$ cat config.mk
export PLATFORM = sky130hd
export DESIGN_NAME = sat_status_report_packets
export DESIGN_NICKNAME = d
export VERILOG_FILES = /design/src/sat_status_report_packets.v
export VERILOG_INCLUDE_DIRS = /design/src
export SDC_FILE = /design/constraint.sdc
export NUM_CORES = 1
export LEC_CHECK = 0
export BUFFER_PORTS_ARGS = -buffer_cell sky130_fd_sc_hd__clkbuf_2
export CORE_UTILIZATION = 45
export DETAILED_ROUTE_END_ITERATION = 8
export GPL_TIMING_DRIVEN = 0
export RECOVER_POWER = 100
export SLEW_MARGIN = 20
export SYNTH_ARGS = -nofsm -noshare
export SYNTH_HDL_FRONTEND = slang
export SYNTH_SLANG_ARGS = --single-unit
$ cat constraint.sdc
create_clock -name clock -period 12.8 [get_ports clock]
set_input_delay 0 -clock clock [delete_from_list [all_inputs] [get_ports clock]]
set_output_delay 0 -clock clock [all_outputs]
set_load 0.1 [all_outputs]
$ cat src/sat_report_map.vh
/*
  Constants for the satellite status report framer: report codes, byte counts,
  field encodings, float constants and timing counts.
  Assumes inclusion by bare name from the framer source.
*/
`ifndef SAT_REPORT_MAP_VH
`define SAT_REPORT_MAP_VH

// ==========================================================
// report identifiers and sizes
`define EPH_REPORT_ID 8'h5B
`define TRK_REPORT_ID 8'h5C
`define EPH_REPORT_BYTES 5'h10
`define TRK_REPORT_BYTES 5'h18

// ==========================================================
// satellite number range
`define SAT_NUMBER_MIN 8'h01
`define SAT_NUMBER_MAX 8'h20

// ==========================================================
// flag byte encodings
`define FLAG_CLEAR 8'h00
`define FLAG_SET 8'h01
`define MSEC_UNKNOWN 3'h0
`define MSEC_SUSPECT 3'h4
`define SLOT_LAST 3'h5
`define CHANNEL_COUNT 8'h06
// single-precision -1.0, sent as the time when nothing was measured
`define MEAS_NONE_TIME 32'hBF800000

// ==========================================================
// timing
`define CLOCK_HZ 200000000
`define ELEV_REFRESH_S 15
`define AZIM_REFRESH_S 240

`endif

$ cat src/sat_status_report_packets.v
/*
  Framer for the satellite ephemeris status and tracking status reports.
  Assumes the receiver core answers query_sat/query_kind with stable field
  inputs in the cycle query_sat is shown, and drains bytes by valid/ready.
*/
`timescale 1ns/10ps
`default_nettype none
`include "sat_report_map.vh"
// Contract
// [RQ1] ephemeris report on host request and on changed issue number
// [RQ2] ephemeris report order: sat, time, health, issue, ref time, fit, accuracy
// [RQ3] satellite number byte only 1 to 32
// [RQ4] collection time is GPS seconds when ephemeris gathered
// [RQ5] health carries 6-bit value; accuracy code converted to meters
// [RQ6] tracking report for requested satellite, first byte satellite number
// [RQ7] byte 1 bits 2..0 slot code, 000..101 for slots 1..6
// [RQ8] byte 1 bits 7..3 zero-based channel number
// [RQ9] ephemeris flag zero clear, nonzero good young healthy ephemeris
// [RQ10] measurement time negative when never measured, else last center time
// [RQ11] elevation in radians, refreshed about every 15 seconds
// [RQ12] azimuth in radians from north, refreshed every 3 to 5 minutes
// [RQ13] old-measurement flag zero clear, nonzero too old for fix
// [RQ14] msec flag codes 0 to 4 as listed
// [RQ15] data-collect flag zero clear, nonzero collecting now
// [RQ16] host treats unknown codes as unknown, keeps packet
module sat_status_report_packets #(
  parameter SEC_CYCLES = `CLOCK_HZ,
  parameter ELEV_SECONDS = `ELEV_REFRESH_S,
  parameter AZIM_SECONDS = `AZIM_REFRESH_S,
  parameter WORD_WIDTH = 11
) (
  input wire clock,
  input wire rst_n,
  input wire eph_request,
  input wire [7:0] eph_request_sat,
  input wire trk_request,
  input wire [7:0] trk_request_sat,
  input wire eph_new,
  input wire [7:0] eph_new_sat,
  input wire [7:0] eph_new_issue,
  input wire [31:0] eph_collect_time,
  input wire [5:0] eph_health,
  input wire [7:0] ephemeris_issue_number,
  input wire [31:0] eph_ref_time,
  input wire [7:0] eph_fit_interval,
  input wire [3:0] eph_accuracy_code,
  input wire [7:0] trk_channel,
  input wire [2:0] trk_slot,
  input wire [7:0] trk_acq_flag,
  input wire trk_eph_good,
  input wire [31:0] trk_signal_level,
  input wire trk_meas_taken,
  input wire [31:0] trk_meas_time,
  input wire [31:0] trk_elevation,
  input wire [31:0] trk_azimuth,
  input wire trk_meas_old,
  input wire [2:0] trk_msec_state,
  input wire [7:0] trk_bad_data_flag,
  input wire trk_collecting,
  output reg [7:0] query_sat,
  output reg query_kind,
  output reg elev_refresh,
  output reg azim_refresh,
  output reg busy,
  output reg out_valid,
  input wire out_ready,
  output reg [7:0] out_data,
  output reg out_first,
  output reg out_last,
  output reg out_is_tracking
);

  localparam S_IDLE = 2'h0;
  localparam S_FETCH = 2'h1;
  localparam S_SEND = 2'h2;

  // ==========================================================
  // reset release; all other state except issue_mem resets on this copy, asserted at once, freed on an edge
  reg rst_meta, rst_sync;
  always @(posedge clock or negedge rst_n) begin
    if (!rst_n) begin
      {rst_meta, rst_sync} <= 2'b00;
    end else begin
      {rst_sync, rst_meta} <= {rst_meta, 1'b1};
    end
  end

  function sat_ok;
    input [7:0] s;
    begin
      sat_ok = (s >= `SAT_NUMBER_MIN) && (s <= `SAT_NUMBER_MAX);
    end
  endfunction

  function [31:0] accuracy_meters;
    input [3:0] code;
    begin
      case (code)
        4'h0: accuracy_meters = 32'h40000000;
        4'h1: accuracy_meters = 32'h40333333;
        4'h2: accuracy_meters = 32'h40800000;
        4'h3: accuracy_meters = 32'h40B66666;
        4'h4: accuracy_meters = 32'h41000000;
        4'h5: accuracy_meters = 32'h4134CCCD;
        4'h6: accuracy_meters = 32'h41800000;
        4'h7: accuracy_meters = 32'h42000000;
        4'h8: accuracy_meters = 32'h42800000;
        4'h9: accuracy_meters = 32'h43000000;
        4'hA: accuracy_meters = 32'h43800000;
        4'hB: accuracy_meters = 32'h44000000;
        4'hC: accuracy_meters = 32'h44800000;
        4'hD: accuracy_meters = 32'h45000000;
        4'hE: accuracy_meters = 32'h45800000;
        default: accuracy_meters = 32'h45C00000;
      endcase
    end
  endfunction

  // ==========================================================
  // refresh pacing for elevation and azimuth
  reg [31:0] sec_count;
  reg [7:0] elev_secs, azim_secs;
  wire sec_tick = (sec_count == SEC_CYCLES - 1);
  always @(posedge clock or negedge rst_sync) begin
    if (!rst_sync) begin
      sec_count <= 32'h00000000;
      {elev_secs, azim_secs} <= 16'h0000;
      {elev_refresh, azim_refresh} <= 2'b00;
    end else begin
      sec_count <= sec_tick ? 32'h00000000 : sec_count + 32'h00000001;
      // [RQ11] elevation refresh pulse
      elev_refresh <= sec_tick && (elev_secs == ELEV_SECONDS - 1);
      // [RQ12] azimuth refresh pulse
      azim_refresh <= sec_tick && (azim_secs == AZIM_SECONDS - 1);
      if (sec_tick) begin
        elev_secs <= (elev_secs == ELEV_SECONDS - 1) ? 8'h00 : elev_secs + 8'h01;
        azim_secs <= (azim_secs == AZIM_SECONDS - 1) ? 8'h00 : azim_secs + 8'h01;
      end
    end
  end

  // ==========================================================
  // issue-number memory and pending requests
  reg [7:0] issue_mem [0:31];
  reg [31:0] issue_known;
  reg pend_eph, pend_new, pend_trk;
  reg [7:0] pend_eph_sat, pend_new_sat, pend_trk_sat;
  reg [1:0] state;
  reg [4:0] remain;
  reg [191:0] shifter;
  reg gen_first;
  wire [4:0] new_idx = eph_new_sat[4:0] - 5'h01;
  wire new_changed = !issue_known[new_idx] || (issue_mem[new_idx] != eph_new_issue);
  wire take_eph = (state == S_IDLE) && pend_eph;
  wire take_new = (state == S_IDLE) && !pend_eph && pend_new;
  wire take_trk = (state == S_IDLE) && !pend_eph && !pend_new && pend_trk;

  always @(posedge clock) begin
    if (eph_new && sat_ok(eph_new_sat))
      issue_mem[new_idx] <= eph_new_issue;
  end

  always @(posedge clock or negedge rst_sync) begin
    if (!rst_sync) begin
      issue_known <= 32'h00000000;
      {pend_eph, pend_new, pend_trk} <= 3'b000;
      {pend_eph_sat, pend_new_sat, pend_trk_sat} <= 24'h000000;
    end else begin
      // [RQ1] host request; a new request wins over the take
      // [RQ3] out-of-range satellite numbers never start a report
      if (eph_request && sat_ok(eph_request_sat)) begin
        pend_eph <= 1'b1;
        pend_eph_sat <= eph_request_sat;
      end else if (take_eph) begin
        pend_eph <= 1'b0;
      end
      // [RQ1] spontaneous report on changed issue number
      if (eph_new && sat_ok(eph_new_sat) && new_changed) begin
        pend_new <= 1'b1;
        pend_new_sat <= eph_new_sat;
      end else if (take_new) begin
        pend_new <= 1'b0;
      end
      if (eph_new && sat_ok(eph_new_sat))
        issue_known[new_idx] <= 1'b1;
      // [RQ6] tracking report for the requested satellite
      if (trk_request && sat_ok(trk_request_sat)) begin
        pend_trk <= 1'b1;
        pend_trk_sat <= trk_request_sat;
      end else if (take_trk) begin
        pend_trk <= 1'b0;
      end
    end
  end

  // ==========================================================
  // report assembly
  reg [7:0] chan_slot;
  reg [2:0] msec_code;
  always @* begin
    // [RQ8] zero-based channel; unknown channels sent as code of channel 1
    if (trk_channel >= 8'h01 && trk_channel <= `CHANNEL_COUNT)
      chan_slot[7:3] = trk_channel[4:0] - 5'h01;
    else
      chan_slot[7:3] = 5'h00;
    // [RQ7] slot code, saturated at slot 6
    chan_slot[2:0] = (trk_slot > `SLOT_LAST) ? `SLOT_LAST : trk_slot;
    // [RQ14] codes above suspected error become unknown
    msec_code = (trk_msec_state > `MSEC_SUSPECT) ? `MSEC_UNKNOWN : trk_msec_state;
  end

  wire [WORD_WIDTH-1:0] gen_word = {query_kind, gen_first, remain == 5'h01, shifter[191:184]};
  reg [WORD_WIDTH-1:0] entry1;
  reg valid1;
  wire push = (state == S_SEND) && !valid1;
  wire pop = out_valid && out_ready;

  always @(posedge clock or negedge rst_sync) begin
    if (!rst_sync) begin
      state <= S_IDLE;
      remain <= 5'h00;
      shifter <= 192'h0;
      query_sat <= 8'h00;
      {query_kind, busy, gen_first} <= 3'b000;
    end else begin
      case (state)
        S_IDLE: begin
          if (take_eph || take_new || take_trk) begin
            query_sat <= take_eph ? pend_eph_sat : (take_new ? pend_new_sat : pend_trk_sat);
            query_kind <= take_trk;
            busy <= 1'b1;
            state <= S_FETCH;
          end
        end
        S_FETCH: begin
          gen_first <= 1'b1;
          if (!query_kind) begin
            remain <= `EPH_REPORT_BYTES;
            // [RQ2] field order; [RQ4] collection time; [RQ5] health and accuracy
            shifter <= {query_sat, eph_collect_time, 2'b00, eph_health,
                        ephemeris_issue_number, eph_ref_time, eph_fit_interval,
                        accuracy_meters(eph_accuracy_code), 64'h0};
          end else begin
            remain <= `TRK_REPORT_BYTES;
            // [RQ9] [RQ13] [RQ15] flag bytes; [RQ10] negative time if unmeasured
            shifter <= {query_sat, chan_slot, trk_acq_flag,
                        trk_eph_good ? `FLAG_SET : `FLAG_CLEAR, trk_signal_level,
                        trk_meas_taken ? trk_meas_time : `MEAS_NONE_TIME,
                        trk_elevation, trk_azimuth,
                        trk_meas_old ? `FLAG_SET : `FLAG_CLEAR, 5'h00, msec_code,
                        trk_bad_data_flag, trk_collecting ? `FLAG_SET : `FLAG_CLEAR};
          end
          state <= S_SEND;
        end
        S_SEND: begin
          if (push) begin
            gen_first <= 1'b0;
            shifter <= {shifter[183:0], 8'h00};
            remain <= remain - 5'h01;
            if (remain == 5'h01) begin
              busy <= 1'b0;
              state <= S_IDLE;
            end
          end
        end
        default: state <= S_IDLE;
      endcase
    end
  end

  // ==========================================================
  // two-entry output buffer; entry 0 drives the ports directly
  always @(posedge clock or negedge rst_sync) begin
    if (!rst_sync) begin
      {out_valid, valid1} <= 2'b00;
      entry1 <= {WORD_WIDTH{1'b0}};
      {out_is_tracking, out_first, out_last, out_data} <= {WORD_WIDTH{1'b0}};
    end else begin
      if (pop && valid1) begin
        {out_is_tracking, out_first, out_last, out_data} <= entry1;
        valid1 <= 1'b0;
      end else if (pop) begin
        out_valid <= push;
        if (push)
          {out_is_tracking, out_first, out_last, out_data} <= gen_word;
      end else if (push && !out_valid) begin
        out_valid <= 1'b1;
        {out_is_tracking, out_first, out_last, out_data} <= gen_word;
      end else if (push) begin
        valid1 <= 1'b1;
        entry1 <= gen_word;
      end
    end
  end

endmodule // sat_status_report_packets
`default_nettype wire

==> results.yml <==
detailed_routing:
  viasPerCell: 5.605
  drt_iter0_drc: 1726
  post-route-drc-count: 0
  vias: 21170
  wl_per_cell_microns: 21.98
  wirelength_microns: 83010
  dr.pass1.iters: 5
  antenna_violating_nets_post_route: 0
timing:
  rsz0062_at_grt: "no"
  slew_headroom: -1.090
  timing_max_transition_violations_final: 391
  fin_skew_ns: 0.01847
  fin_worst_hold_slack_ns: 0.01449
  hold_viol: 0
  finalSetupViolCount: 0
  period_minus_slack_ns: 8.043
  post-route-period-util: 0.6284
  worstMarginPinSlew_ns: 3.135
  achievable-frequency_mhz: 124.3
global_routing:
  grt_start_max_net_pins: 57
  grt_first_pass_wirelength_microns: 126200
  grt_remaining_overflow: 0
  grt_pass1_vias: 21780
  grt_usage: 0.2744
  antenna_found_initial: 4
logic_synthesis:
  synthesis.yosys.warnings: 0
  postSynthNetCount: 2598
  post-synth-top-area-cell: "sky130_fd_sc_hd__dfrtp_1"
  yosysUniqueCellTypes: 70
  syn_area_per_cell_sq_um: 11.72
  synth-edff-count: 256
  yosys_most_used_dff: "sky130_fd_sc_hd__dfrtp_1"
  post-synth-top-area-fraction: 0.3153
  synth-async-reset-ratio: 0.5690
  syn-cell-area_sq_um: 26820
  ys_ff_latch: 594
  synthTopCellsByArea: "sky130_fd_sc_hd__dfrtp_1 32%, sky130_fd_sc_hd__edfxtp_1 29%, sky130_fd_sc_hd__mux4_2 5.9%"
  synth.most_common_cell: "sky130_fd_sc_hd__dfrtp_1"
  synthCells: 2288
  synthTopCellsByCount: "338 x sky130_fd_sc_hd__dfrtp_1, 303 x sky130_fd_sc_hd__nand2_1, 256 x sky130_fd_sc_hd__edfxtp_1"
  yosysSeqAreaShare: 0.6019
clock_tree:
  clk_pin_slew_ns: 0.06
  cts.repair.resized: 0
  worst_skew_pair.late_latency_ns: 0.61
  htree_levels: 3
  cts-root-to-sink-buffers: 3
  postCtsSetupBuffers: 0
  ctsHoldBuffers: 275
  clock-root-buffer: "sky130_fd_sc_hd__clkbuf_16"
  numClockSinks: 594
  cts_tree: "yes"
  cts_inserted_buffers: 66
hold_path:
  hp-class: "in -> reg"
critical_path:
  start_kind: "input pin"
  critPathRequiredTime_ns: 13.28
  timing.rr.start: "rst_sync"
  crit_fanout: 10
  critical_path.endpoint_type: "flip-flop"
  setup.worst_path.start: "eph_new_sat[0]"
  crit_end: "pend_new_sat[5]"
  critPathKind: "in -> reg"
  critPathArrivalTime_ns: 8.53
  rr_endpoint: "shifter[59]"
  r2r_cells: 2
  timing.reg2reg.setup_slack_ns: 5.98
power_and_ir_drop:
  power_frac_comb: 0.357
  power_frac_clock: 0.266
  p_sw_mw: 2.707
  worst_ir_drop_vdd_uv: 147.0
  leakagePower_nw: 13.88
  power.switching_fraction: 0.3845
  post-layout-total-power_mw: 7.040
  internal_power_mw: 4.333
  p_per_cell_area_nw_per_um2: 205.7
  seq_pwr_share: 0.377
die:
  io_pins: 314
  die-area_sq_um: 60590
  rows: 89
  floorplan.initialDensity: 0.4553
  placeableCoreArea_sq_um: 58910
  die_w_microns: 246.1
  fp.dieH_microns: 246.1
run_status:
  failed_checks: "max-capacitance violations, max-slew violations"
  status: "finished, violations left"
final_layout:
  proportion_of_layout_cells_with_a_drive_suffix_above_1: 0.1773
  design.final.nets: 3257
  final.fill_count: 4870
  area.growth.synth_to_final_pct: 27.60
placement:
  routability_congestion_estimate: 0.9532
  detailed_place_hpwl_microns: 57440
  io_buffers: 310
run:
  timing.max_cap.violations: 10
cells by family after synthesis:
family | share of synthesized area
XOR/XNOR | 0.01665
multiplexers | 0.08578
AO/OA/AOI/OAI | 0.1109
flip-flops | 0.6019
adder cells (fa/ha/maj) | 0.009329
AND/OR/NAND/NOR | 0.1460
buffers and inverters | 0.02920
other | 0.0001398
sequential cells by signal (all words and copies together), names as in the netlist, 2 cells and up:
| signal | count |
|---|---|
| elev_secs | 8 |
| issue_mem | 256 |
| issue_known | 32 |
| pend_trk_sat | 8 |
| entry1 | 11 |
| query_sat | 8 |
| pend_new_sat | 8 |
| shifter | 185 |
| state | 2 |
| sec_count | 32 |
| remain | 5 |
| azim_secs | 8 |
| pend_eph_sat | 8 |
| out_data | 8 |
layout make-up:
type	count	area, sq um	share of cell area
diodes	3	7.507	0.0002193
plain buffers	154	643.1	0.01879
clock buffers	98	1852	0.05411
clock inverters	23	272.8	0.007970
inverters	25	93.84	0.002742
multi-input cells	1515	9879	0.2887
flip-flops and latches	594	16150	0.4717
well taps	773	967.2	0.02826
repair buffers	591	4364	0.1275
routing by layer:
layer | track usage | routed length (microns) | up-vias
met5 | 0 | 0 | -
met4 | 0.09865 | 2795 | 0
met3 | 0.04216 | 5054 | 151
met2 | 0.4669 | 40870 | 796
met1 | 0.3549 | 34280 | 10550
li1 | - | - | 9670
layout by cell type (no fill, tap or decap), drive strengths merged, types with 6 or more instances in the layout:
cell type,synthesis,layout
a31oi,55,55
nand4,16,16
o211ai,26,26
ha,20,20
a221oi,46,46
mux2i,36,36
and2,11,11
nand2b,14,14
o22ai,15,15
a211oi,42,42
nor2b,76,76
and3,6,6
clkinv,0,16
buf,30,26
mux4,71,71
a211o,9,9
dlygate4sd3,0,275
nand3,75,75
nor3,16,16
o21ai,141,141
inv,25,29
or3,35,35
dfrtp,338,338
or2,36,36
nor3b,10,10
o221ai,11,11
edfxtp,256,256
nand2,303,303
mux2,28,28
nor2,218,218
xnor2,33,33
clkbuf,124,542
a21oi,105,105
xor2,18,18
how the worst min path moves through the flow:
stage / startpoint / endpoint / slack [ns] / cells after the start
after floorplan: rst_n / rst_meta / -0.30 / 0
after global placement: rst_n / rst_meta / -0.21 / 1
after detailed placement: rst_n / rst_meta / -0.21 / 1
after CTS: eph_request_sat[6] / pend_eph_sat[7] / 0.0008 / 4
after global routing: eph_request_sat[7] / pend_eph_sat[6] / 0.07 / 4
final: eph_request_sat[6] / pend_eph_sat[7] / 0.01 / 4
per-stage QoR:
stage / utilization / area, sq um / setup TNS (ns) / std cells / setup slack (ns)
2_1_floorplan: - / 26820 / 0 / 2288 / 2.682
3_3_place_gp: 0.4981 / 29340 / -429.55 / 3371 / -1.342
3_5_place_dp: 0.5007 / 29500 / 0 / 3377 / 7.113
4_1_cts: 0.5835 / 34370 / 0 / 3773 / 7.751
5_1_grt: 0.5810 / 34220 / 0 / 3775 / 4.206
6_report: 0.5810 / 34230 / 0 / 3776 / 4.757
worst max-delay path, cell delays in order:
cell	delay (ns)
sky130_fd_sc_hd__clkbuf_1	0.24
sky130_fd_sc_hd__clkbuf_1	0.58
sky130_fd_sc_hd__clkbuf_1	0.84
sky130_fd_sc_hd__clkbuf_1	0.90
sky130_fd_sc_hd__clkbuf_1	0.69
sky130_fd_sc_hd__inv_1	0.30
sky130_fd_sc_hd__ha_1	0.37
sky130_fd_sc_hd__clkbuf_1	0.62
sky130_fd_sc_hd__clkbuf_1	0.62
sky130_fd_sc_hd__clkbuf_1	0.85
sky130_fd_sc_hd__mux4_2	0.44
sky130_fd_sc_hd__mux2i_1	0.39
sky130_fd_sc_hd__o21ai_0	0.18
sky130_fd_sc_hd__nand4_1	0.15
sky130_fd_sc_hd__xnor2_1	0.07
sky130_fd_sc_hd__nor2_1	0.18
sky130_fd_sc_hd__nand4_1	0.10
sky130_fd_sc_hd__o41a_1	0.35
sky130_fd_sc_hd__clkbuf_1	0.25
sky130_fd_sc_hd__mux2_1	0.37
power by group through the flow:
| stage | registers [mW] | clock network (mW) | logic (mW) |
|---|---|---|---|
| 2_1_floorplan | 2.82 | 0 | 1.39 |
| 5_1_grt | 2.69 | 1.97 | 2.76 |
| 4_1_cts | 2.65 | 1.90 | 2.51 |
| 6_report | 2.65 | 1.87 | 2.52 |
| 3_3_place_gp | 2.69 | 0 | 2.25 |
| 3_5_place_dp | 2.68 | 0 | 2.32 |
(Power assumes the default switching activity.)
